[src/pef_pkg.sv]
// Purpose: Shared constants and types for the port E/F pin multiplexer.
// Assumes: APB word offsets; bit positions are within 8-bit registers.
// Notes: Port F pins are held at register bits 7:2.
package pef_pkg;
    localparam logic [7:0] PEF_OFF_PE_PIN = 8'h00;
    localparam logic [7:0] PEF_OFF_PE_LAT = 8'h04;
    localparam logic [7:0] PEF_OFF_PE_DIR = 8'h08;
    localparam logic [7:0] PEF_OFF_PG = 8'h0C;
    localparam logic [7:0] PEF_OFF_PF_PIN = 8'h10;
    localparam logic [7:0] PEF_OFF_PF_LAT = 8'h14;
    localparam logic [7:0] PEF_OFF_PF_DIR = 8'h18;
    localparam logic [7:0] PEF_OFF_ANA_LO = 8'h1C;
    localparam logic [7:0] PEF_OFF_ANA_HI = 8'h20;
    localparam logic [7:0] PEF_OFF_USB_CFG = 8'h24;
    localparam logic [7:0] PEF_OFF_CFG = 8'h28;
    localparam int PEF_PG_DPU_BIT = 7;
    localparam int PEF_PG_EPU_BIT = 6;
    localparam int PEF_PG_JPU_BIT = 5;
    localparam int PEF_USB_OFF_BIT = 3;
    localparam int PEF_ANA_RF2_BIT = 7;
    localparam int PEF_ANA_RF5_BIT = 2;
    localparam int PEF_ANA_RF6_BIT = 3;
    localparam int PEF_CFG_PWMMX_BIT = 0;
    localparam int PEF_CFG_CCP2MX_BIT = 1;
    localparam int PEF_CFG_PPMX_BIT = 2;
    localparam int PEF_CFG_HIZ_BIT = 3;
    localparam logic [7:0] PEF_PF_MASK = 8'hFC;
    localparam logic [7:0] PEF_PG_MASK = 8'hE0;
    localparam logic [7:0] PEF_CFG_MASK = 8'h0F;
    localparam logic [7:0] PEF_DIR_RST = 8'hFF;
    localparam logic [7:0] PEF_LAT_RST = 8'h00;
    localparam logic [7:0] PEF_PG_RST = 8'h00;
    localparam logic [7:0] PEF_ANA_RST = 8'h00;
    localparam logic [7:0] PEF_USB_RST = 8'h00;
    localparam logic [7:0] PEF_CFG_RST = 8'h07;
    localparam int PEF_NPIN = 7;

    typedef struct packed {
        logic ext_en;
        logic ext_oe;
        logic ext_d;
        logic pwm_en;
        logic pwm_d;
        logic pwm_hiz;
        logic ccp_en;
        logic ccp_d;
        logic pp_en;
        logic pp_oe;
        logic pp_d;
        logic lat;
        logic dir;
    } pef_pin_req_t;
endpackage

[src/pef_pin_mux.sv]
// Purpose: Priority multiplexer for one shared pin.
// Assumes: Request fields already gated by variant and remap settings.
// Notes: Purely combinational; the top module registers the result.
module pef_pin_mux (
    input wire pef_pkg::pef_pin_req_t req,
    output logic pin_out,
    output logic pin_oe
);
    always_comb begin
        pin_out = req.lat;
        pin_oe = 1'b0;
        if (req.ext_en) begin
            pin_oe = req.ext_oe;
            pin_out = req.ext_d;
        // PWM beats latch and parallel port
        end else if (req.pwm_en && !req.dir) begin
            pin_oe = !req.pwm_hiz;
            pin_out = req.pwm_d;
        end else if (req.ccp_en && !req.dir) begin
            pin_oe = 1'b1;
            pin_out = req.ccp_d;
        end else if (req.pp_en) begin
            pin_oe = req.pp_oe;
            pin_out = req.pp_d;
        end else begin
            pin_oe = !req.dir;
            pin_out = req.lat;
        end
    end
endmodule

[src/pef_port_ef.sv]
// Purpose: Port E bits 7:5 and port F pin logic with APB register access.
// Assumes: Pin inputs synchronous to core_clk; peripherals supply own data.
// Notes: Pin outputs lag the muxed request by one clock.
module pef_port_ef #(
    parameter bit PIN80 = 1'b1
) (
    input wire logic core_clk,
    input wire logic resetn,
    input wire logic psel,
    input wire logic penable,
    input wire logic pwrite,
    input wire logic [7:0] paddr,
    input wire logic [31:0] pwdata,
    output logic [31:0] prdata,
    output logic pready,
    output logic pslverr,
    input wire logic [2:0] east_pin_in,
    output logic [2:0] east_pin_out,
    output logic [2:0] east_pin_oe,
    input wire logic [5:0] f_pin_in,
    output logic [5:0] f_pin_out,
    output logic [5:0] f_pin_oe,
    input wire logic extmem_en,
    input wire logic extmem_oe,
    input wire logic [2:0] extmem_ad_out,
    output logic [2:0] extmem_ad_in,
    input wire logic parport_en,
    input wire logic parport_address_9,
    input wire logic parport_address_10,
    input wire logic parport_address_11,
    input wire logic parport_data_en,
    input wire logic parport_data_oe,
    input wire logic [2:0] parport_data_out,
    output logic [2:0] parport_data_in,
    input wire logic pwm1_active,
    input wire logic pwm2_active,
    input wire logic pwm1_channel_b,
    input wire logic pwm1_channel_c,
    input wire logic pwm2_channel_a,
    input wire logic pwm_shutdown,
    input wire logic capcomp2_en,
    input wire logic capcomp2_out,
    output logic capcomp2_capture,
    input wire logic usb_oe,
    input wire logic usb_dm_out,
    input wire logic usb_dp_out,
    output logic usb_dm_in,
    output logic usb_dp_in,
    output logic port_d_pullup_en,
    output logic port_e_pullup_en,
    output logic port_j_pullup_en
);
    ////////////////////////////////////////////////////////////////////////////////
    logic [7:0] e_lat_ff;
    logic [7:0] e_dir_ff;
    logic [7:0] pg_ff;
    logic [7:0] f_lat_ff;
    logic [7:0] f_dir_ff;
    logic [7:0] ana_lo_ff;
    logic [7:0] ana_hi_ff;
    logic [7:0] usb_cfg_ff;
    logic [7:0] cfg_ff;
    logic [31:0] prdata_ff;
    logic pready_ff;
    logic pslverr_ff;
    logic [31:0] nxt_prdata;
    logic nxt_slverr;
    logic wr_en;
    logic [7:0] wdat;
    logic [2:0] east_out_ff;
    logic [2:0] east_oe_ff;
    logic [5:0] f_out_ff;
    logic [5:0] f_oe_ff;
    logic [2:0] ext_in_ff;
    logic [2:0] pp_in_ff;
    logic ccp_cap_ff;
    logic usb_dm_ff;
    logic usb_dp_ff;
    logic ext_active;
    logic usb_off;
    logic [7:0] pf_read;
    pef_pkg::pef_pin_req_t req [pef_pkg::PEF_NPIN];
    logic [pef_pkg::PEF_NPIN-1:0] mux_out;
    logic [pef_pkg::PEF_NPIN-1:0] mux_oe;

    generate
        if (PIN80 !== 1'b0 && PIN80 !== 1'b1) begin : g_bad_variant
            $error("PIN80 must be 0 or 1");
        end
    endgenerate

    ////////////////////////////////////////////////////////////////////////////////
    // APB slave: one wait state so read data comes from a flop
    assign wr_en = psel && penable && pready_ff && pwrite && !pslverr_ff;
    assign wdat = pwdata[7:0];
    assign usb_off = usb_cfg_ff[pef_pkg::PEF_USB_OFF_BIT];
    // memory bus only in the large package
    assign ext_active = PIN80 && extmem_en;

    always_comb begin
        pf_read = 8'h00;
        pf_read[7:2] = f_pin_in;
        if (!ana_lo_ff[pef_pkg::PEF_ANA_RF2_BIT]) begin
            pf_read[2] = 1'b0;
        end
        if (!ana_hi_ff[pef_pkg::PEF_ANA_RF5_BIT]) begin
            pf_read[5] = 1'b0;
        end
        if (!ana_hi_ff[pef_pkg::PEF_ANA_RF6_BIT]) begin
            pf_read[6] = 1'b0;
        end
        // digital read only with transceiver off
        if (!usb_off) begin
            pf_read[4:3] = 2'h0;
        end
    end

    always_comb begin
        nxt_prdata = 32'h0000_0000;
        nxt_slverr = 1'b0;
        case (paddr)
            // port reads pins, latch reads latch
            pef_pkg::PEF_OFF_PE_PIN: nxt_prdata[7:5] = east_pin_in;
            pef_pkg::PEF_OFF_PE_LAT: nxt_prdata[7:0] = e_lat_ff;
            pef_pkg::PEF_OFF_PE_DIR: nxt_prdata[7:0] = e_dir_ff;
            pef_pkg::PEF_OFF_PG: nxt_prdata[7:0] = pg_ff;
            pef_pkg::PEF_OFF_PF_PIN: nxt_prdata[7:0] = pf_read;
            pef_pkg::PEF_OFF_PF_LAT: nxt_prdata[7:0] = f_lat_ff;
            pef_pkg::PEF_OFF_PF_DIR: nxt_prdata[7:0] = f_dir_ff;
            pef_pkg::PEF_OFF_ANA_LO: nxt_prdata[7:0] = ana_lo_ff;
            pef_pkg::PEF_OFF_ANA_HI: nxt_prdata[7:0] = ana_hi_ff;
            pef_pkg::PEF_OFF_USB_CFG: nxt_prdata[7:0] = usb_cfg_ff;
            pef_pkg::PEF_OFF_CFG: nxt_prdata[7:0] = cfg_ff;
            default: nxt_slverr = 1'b1;
        endcase
    end

    always_ff @(posedge core_clk or negedge resetn) begin
        if (!resetn) begin
            pready_ff <= 1'b0;
            prdata_ff <= 32'h0000_0000;
            pslverr_ff <= 1'b0;
        end else begin
            pready_ff <= psel && penable && !pready_ff;
            if (psel && !penable) begin
                prdata_ff <= pwrite ? 32'h0000_0000 : nxt_prdata;
                pslverr_ff <= nxt_slverr;
            end
        end
    end

    ////////////////////////////////////////////////////////////////////////////////
    // Port E registers
    always_ff @(posedge core_clk or negedge resetn) begin
        if (!resetn) begin
            e_lat_ff <= pef_pkg::PEF_LAT_RST;
            e_dir_ff <= pef_pkg::PEF_DIR_RST;
            pg_ff <= pef_pkg::PEF_PG_RST;
        end else if (wr_en) begin
            if (paddr == pef_pkg::PEF_OFF_PE_PIN || paddr == pef_pkg::PEF_OFF_PE_LAT) begin
                e_lat_ff <= wdat;
            end
            if (paddr == pef_pkg::PEF_OFF_PE_DIR) begin
                e_dir_ff <= wdat;
            end
            // pull-up bits, J absent on small package
            if (paddr == pef_pkg::PEF_OFF_PG) begin
                pg_ff <= wdat & pef_pkg::PEF_PG_MASK;
                pg_ff[pef_pkg::PEF_PG_JPU_BIT] <= PIN80 && wdat[pef_pkg::PEF_PG_JPU_BIT];
            end
        end
    end

    // Port F and configuration registers
    always_ff @(posedge core_clk or negedge resetn) begin
        if (!resetn) begin
            f_lat_ff <= pef_pkg::PEF_LAT_RST;
            f_dir_ff <= pef_pkg::PEF_DIR_RST & pef_pkg::PEF_PF_MASK;
            ana_lo_ff <= pef_pkg::PEF_ANA_RST;
            ana_hi_ff <= pef_pkg::PEF_ANA_RST;
            usb_cfg_ff <= pef_pkg::PEF_USB_RST;
            cfg_ff <= pef_pkg::PEF_CFG_RST;
        end else if (wr_en) begin
            // six pins, each with own direction bit; RF3 and RF4 pins take their direction from USB
            if (paddr == pef_pkg::PEF_OFF_PF_PIN || paddr == pef_pkg::PEF_OFF_PF_LAT) begin
                f_lat_ff <= wdat & pef_pkg::PEF_PF_MASK;
            end
            if (paddr == pef_pkg::PEF_OFF_PF_DIR) begin
                f_dir_ff <= wdat & pef_pkg::PEF_PF_MASK;
            end
            if (paddr == pef_pkg::PEF_OFF_ANA_LO) begin
                ana_lo_ff <= wdat;
            end
            if (paddr == pef_pkg::PEF_OFF_ANA_HI) begin
                ana_hi_ff <= wdat;
            end
            if (paddr == pef_pkg::PEF_OFF_USB_CFG) begin
                usb_cfg_ff <= wdat;
            end
            if (paddr == pef_pkg::PEF_OFF_CFG) begin
                cfg_ff <= wdat & pef_pkg::PEF_CFG_MASK;
            end
        end
    end

    ////////////////////////////////////////////////////////////////////////////////
    // Request assembly: index 0..2 east bits 5..7, 3..6 port F bits 2,5,6,7
    always_comb begin
        for (int i = 0; i < pef_pkg::PEF_NPIN; i++) begin
            req[i] = '0;
            req[i].pwm_hiz = pwm_shutdown && cfg_ff[pef_pkg::PEF_CFG_HIZ_BIT];
        end
        for (int k = 0; k < 3; k++) begin
            req[k].ext_en = ext_active;
            req[k].ext_oe = extmem_oe;
            req[k].ext_d = extmem_ad_out[k];
            req[k].pp_en = parport_en && cfg_ff[pef_pkg::PEF_CFG_PPMX_BIT];
            req[k].pp_oe = 1'b1;
            req[k].lat = e_lat_ff[5+k];
            req[k].dir = e_dir_ff[5+k];
        end
        req[0].pp_d = parport_address_11;
        req[1].pp_d = parport_address_10;
        req[2].pp_d = parport_address_9;
        // unit 1 channels need remap and large package
        req[0].pwm_en = pwm1_active && PIN80 && cfg_ff[pef_pkg::PEF_CFG_PWMMX_BIT];
        req[0].pwm_d = pwm1_channel_c;
        req[1].pwm_en = pwm1_active && PIN80 && cfg_ff[pef_pkg::PEF_CFG_PWMMX_BIT];
        req[1].pwm_d = pwm1_channel_b;
        // unit 2 here only with its remap cleared
        req[2].pwm_en = pwm2_active && !cfg_ff[pef_pkg::PEF_CFG_CCP2MX_BIT];
        req[2].pwm_d = pwm2_channel_a;
        req[2].ccp_en = capcomp2_en && !cfg_ff[pef_pkg::PEF_CFG_CCP2MX_BIT];
        req[2].ccp_d = capcomp2_out;
        req[3].lat = f_lat_ff[2];
        req[3].dir = f_dir_ff[2];
        for (int k = 0; k < 3; k++) begin
            // parallel data on port F when remap is 0, large package only
            req[4+k].pp_en = PIN80 && parport_data_en && !cfg_ff[pef_pkg::PEF_CFG_PPMX_BIT];
            req[4+k].pp_oe = parport_data_oe;
            req[4+k].pp_d = parport_data_out[2-k];
            req[4+k].lat = f_lat_ff[5+k];
            req[4+k].dir = f_dir_ff[5+k];
        end
    end

    generate
        for (genvar g = 0; g < pef_pkg::PEF_NPIN; g++) begin : g_mux
            pef_pin_mux u_mux (
                .req(req[g]),
                .pin_out(mux_out[g]),
                .pin_oe(mux_oe[g])
            );
        end
    endgenerate

    ////////////////////////////////////////////////////////////////////////////////
    // Registered pin drive; one flop keeps the pads glitch free
    always_ff @(posedge core_clk or negedge resetn) begin
        if (!resetn) begin
            east_out_ff <= 3'h0;
            east_oe_ff <= 3'h0;
            f_out_ff <= 6'h00;
            f_oe_ff <= 6'h00;
        end else begin
            east_out_ff <= mux_out[2:0];
            east_oe_ff <= mux_oe[2:0];
            f_out_ff[0] <= mux_out[3];
            f_oe_ff[0] <= mux_oe[3];
            f_out_ff[5:3] <= mux_out[6:4];
            f_oe_ff[5:3] <= mux_oe[6:4];
            // USB owns direction of bits 3,4
            f_oe_ff[2:1] <= usb_off ? 2'h0 : {2{usb_oe}};
            f_out_ff[2:1] <= usb_off ? 2'h0 : {usb_dp_out, usb_dm_out};
        end
    end

    // Returned pin data to the peripherals
    always_ff @(posedge core_clk or negedge resetn) begin
        if (!resetn) begin
            ext_in_ff <= 3'h0;
            pp_in_ff <= 3'h0;
            ccp_cap_ff <= 1'b0;
            usb_dm_ff <= 1'b0;
            usb_dp_ff <= 1'b0;
        end else begin
            ext_in_ff <= east_pin_in;
            pp_in_ff <= {f_pin_in[3], f_pin_in[4], f_pin_in[5]};
            // capture only while direction is input
            ccp_cap_ff <= e_dir_ff[7] && east_pin_in[2];
            usb_dm_ff <= !usb_off && f_pin_in[1];
            usb_dp_ff <= !usb_off && f_pin_in[2];
        end
    end

    assign prdata = prdata_ff;
    assign pready = pready_ff;
    assign pslverr = pslverr_ff;
    assign east_pin_out = east_out_ff;
    assign east_pin_oe = east_oe_ff;
    assign f_pin_out = f_out_ff;
    assign f_pin_oe = f_oe_ff;
    assign extmem_ad_in = ext_in_ff;
    assign parport_data_in = pp_in_ff;
    assign capcomp2_capture = ccp_cap_ff;
    assign usb_dm_in = usb_dm_ff;
    assign usb_dp_in = usb_dp_ff;
    assign port_d_pullup_en = pg_ff[pef_pkg::PEF_PG_DPU_BIT];
    assign port_e_pullup_en = pg_ff[pef_pkg::PEF_PG_EPU_BIT];
    assign port_j_pullup_en = pg_ff[pef_pkg::PEF_PG_JPU_BIT];
endmodule

[config.mk]
export PLATFORM = sky130hd
export DESIGN_NAME = pef_port_ef
export DESIGN_NICKNAME = d
export VERILOG_FILES = /design/src/pef_pkg.sv /design/src/pef_pin_mux.sv /design/src/pef_port_ef.sv
export SDC_FILE = /design/constraint.sdc
export NUM_CORES = 1
export LEC_CHECK = 0
export BUFFER_PORTS_ARGS = -buffer_cell sky130_fd_sc_hd__buf_2
export CAP_MARGIN = 10
export CORE_MARGIN = 2
export CORE_UTILIZATION = 53
export CTS_BUF_LIST = sky130_fd_sc_hd__clkbuf_4 sky130_fd_sc_hd__clkbuf_8
export DETAILED_ROUTE_END_ITERATION = 16
export GPL_TIMING_DRIVEN = 0
export PLACE_DENSITY = 0.82
export RECOVER_POWER = 100
export SETUP_SLACK_MARGIN = 0.1
export SLEW_MARGIN = 20
export SYNTH_ARGS = -nofsm -noshare
export SYNTH_HDL_FRONTEND = slang
export SYNTH_SLANG_ARGS = --single-unit
[constraint.sdc]
create_clock -name core_clk -period 2.45 [get_ports core_clk]
set_input_delay 0.245 -clock core_clk [delete_from_list [all_inputs] [get_ports core_clk]]
set_output_delay 0.245 -clock core_clk [all_outputs]
set_load 0.02 [all_outputs]
==> impl_metrics.csv <==
group,metric,value,unit
synthesis,synth_compound_gate_area_share,0.07467,
cells_and_area,drive_above_1_share,0.3573,
worst_setup_path,path_cells,"clkbuf_1 -> nor4_2 -> nand3_1 -> mux2_2",
cells_and_area,num_antenna_cells,0,
die,start_util,0.5363,
die,core-area,0.008593,mm2
grt,grt_pass1_vias,3589,
grt,grtUsageTotal,0.2547,
worst_setup_path,r2r_setup_slack,0.34,ns
placement,dp_hpwl,8.771,mm
power,ir_worst_vdd,0.2824,mV
detailed_routing,drt.antenna.violating_nets,0,
die,die_height,97.25,um
detailed_routing,firstDrtPassIters,5,
placement,gp_congestion,0.9301,
placement,io_buffer_count,90,
grt,grt-ovfl-total,0,
worst_setup_path,required,2.71,ns
outcome,status,"finished, final reports clean",
synthesis,ys_ff_latch,95,
detailed_routing,dr_total_vias,3542,
cells_and_area,final_common_cell,"dfrtp_1",
synthesis,async_flop_share,1.000,
worst_setup_path,crit_path_end_kind,"flop",
clocking,cts_tree,"done",
hold_path,hold_path_class,"input port to flop",
die,num_rows,34,
clocking,htree_levels,3,
timing,skew,0.01313,ns
power,fin_total_pwr,2.989,mW
grt,grt_pass1_wl,19.01,mm
worst_setup_path,arrival,2.48,ns
timing,timing.setup.tns,0,ns
synthesis,yosysWarnings,0,
clocking,cts-buffers-inserted,9,
power,p_leak,2.519,nW
synthesis,syn_area,0.004608,mm2
synthesis,synth_top_family_by_area,"multiplexers",
cells_and_area,fin_nets,589,
cells_and_area,layout_common_cells,"78 x dfrtp_1, 70 x mux2_2, 57 x clkbuf_1, 46 x buf_2, 25 x buf_4",
detailed_routing,routed_wl,11.89,mm
die,dieArea,0.009457,mm2
power,power.density,547.7,mW/mm2
cells_and_area,area_growth,18.41,%
timing,finalHoldViolations,0,
timing,period_minus_slack,2.221,ns
synthesis,postSynthCellCount,383,
power,p_sw,0.7829,mW
clocking,cts.clk_slew.worst_paths,0.10,ns
worst_setup_path,crit_path_max_fanout,9,
synthesis,synth_flop_cell,"dfrtp_1",
synthesis,ys_types,50,
timing,rsz0062_at_grt,"no",
synthesis,synthAdderAreaFrac,0,
synthesis,yosysSeqAreaShare,0.5205,
worst_setup_path,worstSetupStartpointType,"input port",
detailed_routing,avgRoutedWirePerCell,19.08,um
die,die_width,97.25,um
synthesis,synth-simple-area-share,0.1409,
power,combPwrFrac,0.107,
timing,fin_crit_sh,0.9065,
power,p_int,2.206,mW
worst_setup_path,crit_type,"input port to flop",
synthesis,synthXorXnorAreaFrac,0,
timing,setup_viol,0,
power,switching_share,0.2620,
synthesis,syn_area_per_cell,12.03,um2
timing,tightestPinTransition,1.170,ns
worst_setup_path,crit_slowest_cell,"nor4_2",
timing,fmax,0.4502,GHz
timing,slew-limit-headroom,0.2131,
run,drv_cap,0,
synthesis,yosys-mux-area-fraction,0.2036,
die,ios,143,
grt,grt_max_degree,55,
clocking,clock-root-buffer,"clkbuf_8",
timing,holdWs,0.005711,ns
power,pwr-share-seq,0.537,
clocking,clock_latency,0.37,ns
power,p_clk_frac,0.355,
clocking,clock-sinks,95,
detailed_routing,drc,0,
detailed_routing,via_per_inst,5.685,
detailed_routing,first_iter_violations,246,
clocking,clockBufferDepth,2,
worst_setup_path,max_stage_delay,0.82,ns
grt,grt_antenna_before_repair,0,
synthesis,synth_edf_count,0,
timing,drv_slew,0,
critical path: cells and delay by family:
family	cells	cell delay, ns
AND/OR/NAND/NOR	2	1.57
multiplexers	1	0.51
buffers and inverters	1	0.15
logic make-up after synthesis:
logic type | Yosys count
buf+inv | 45
compound gates | 48
other cells | 1
flops | 95
simple gates | 109
mux | 85
power groups by stage:
stage	registers (mW)	clock network [mW]	logic (mW)
6_report	1.61	1.06	0.321
4_1_cts	1.61	1.08	0.333
5_1_grt	1.61	1.13	0.349
2_1_floorplan	1.67	0	0.148
3_3_place_gp	1.63	0	0.317
3_5_place_dp	1.63	0	0.330
through the flow:
stage / worst slack (ns) / instances / utilization / cell area, um2
2_1_floorplan: 0.5491 / 406 / - / 4695
3_3_place_gp: -0.04746 / 604 / 0.6144 / 5280
3_5_place_dp: -0.02539 / 605 / 0.6187 / 5316
4_1_cts: 0.1372 / 623 / 0.6449 / 5542
5_1_grt: 0.1420 / 623 / 0.6350 / 5456
6_report: 0.2290 / 623 / 0.6350 / 5456
sequential cells by signal, summed over array words and instances, names as in the netlist, 3 cells and up:
| name | count |
|---|---|
| cfg_ff | 4 |
| prdata | 8 |
| e_dir_ff | 8 |
| ana_lo_ff | 8 |
| east_pin_out | 3 |
| f_pin_out | 6 |
| extmem_ad_in | 3 |
| f_pin_oe | 5 |
| parport_data_in | 3 |
| east_pin_oe | 3 |
| ana_hi_ff | 8 |
| e_lat_ff | 8 |
| f_lat_ff | 6 |
| usb_cfg_ff | 8 |
| f_dir_ff | 6 |
| pg_ff | 3 |
cell type report:
| cell class | instances | area (um2) |
|---|---|---|
| Inverter | 4 | 15.01 |
| Sequential cell | 95 | 2399 |
| Clock buffer | 10 | 137.6 |
| Tap cell | 108 | 135.1 |
| Fill cell | 702 | 3137 |
| Timing Repair Buffer | 93 | 420.4 |
| Clock inverter | 6 | 67.56 |
| Buffer | 41 | 259.0 |
| Multi-Input combinational cell | 266 | 2023 |
synthesized netlist by cell type (4+ instances only):
master / n / area (um2)
o211ai_1: 6 / 45.04
nor2_1: 7 / 26.28
inv_1: 4 / 15.01
nand2_1: 23 / 86.33
nand3_1: 12 / 60.06
a22o_1: 5 / 43.79
nor3_1: 15 / 75.07
nor4b_1: 5 / 43.79
dfstp_2: 17 / 446.7
mux2_2: 70 / 788.3
mux2i_1: 15 / 150.1
buf_4: 25 / 187.7
clkbuf_1: 10 / 37.54
a211oi_1: 7 / 52.55
o21ai_0: 12 / 60.06
dfrtp_1: 78 / 1952
nand3b_1: 7 / 52.55
nand4_1: 4 / 25.02
nor2b_1: 6 / 37.54
and3_1: 5 / 31.28
timing repair:
action,4_1_cts,5_1_grt
hold buffers,2,0
endpoints found under the hold margin,38,0
setup buffers,0,0
endpoints found under the setup margin,0,8
gates resized for setup,0,1
metal layers:
layer  global-route usage  vias to the layer above  part of all wire
li1                     -                     1618                 -
met1               0.3488                     1723              0.41
met2               0.4065                      174              0.48
met3              0.04173                       27             0.081
met4               0.1068                        0             0.034
met5                    0                        -                 0
path summary, 6_finish.rpt:
path | startpoint | endpoint | cells past startpoint
setup / recovery | paddr[5] | e_lat_ff[7] | 4
hold / removal | f_pin_in[3] | parport_data_in[2] | 1
setup reg to reg | pslverr | e_lat_ff[7] | 3
hold reg to reg | f_lat_ff[2] | f_pin_out[0] | 0
max in group asynchronous | resetn | cfg_ff[3] | 3
min in group asynchronous | resetn | f_pin_out[5] | 2
Power figures use the tool's default switching activity.
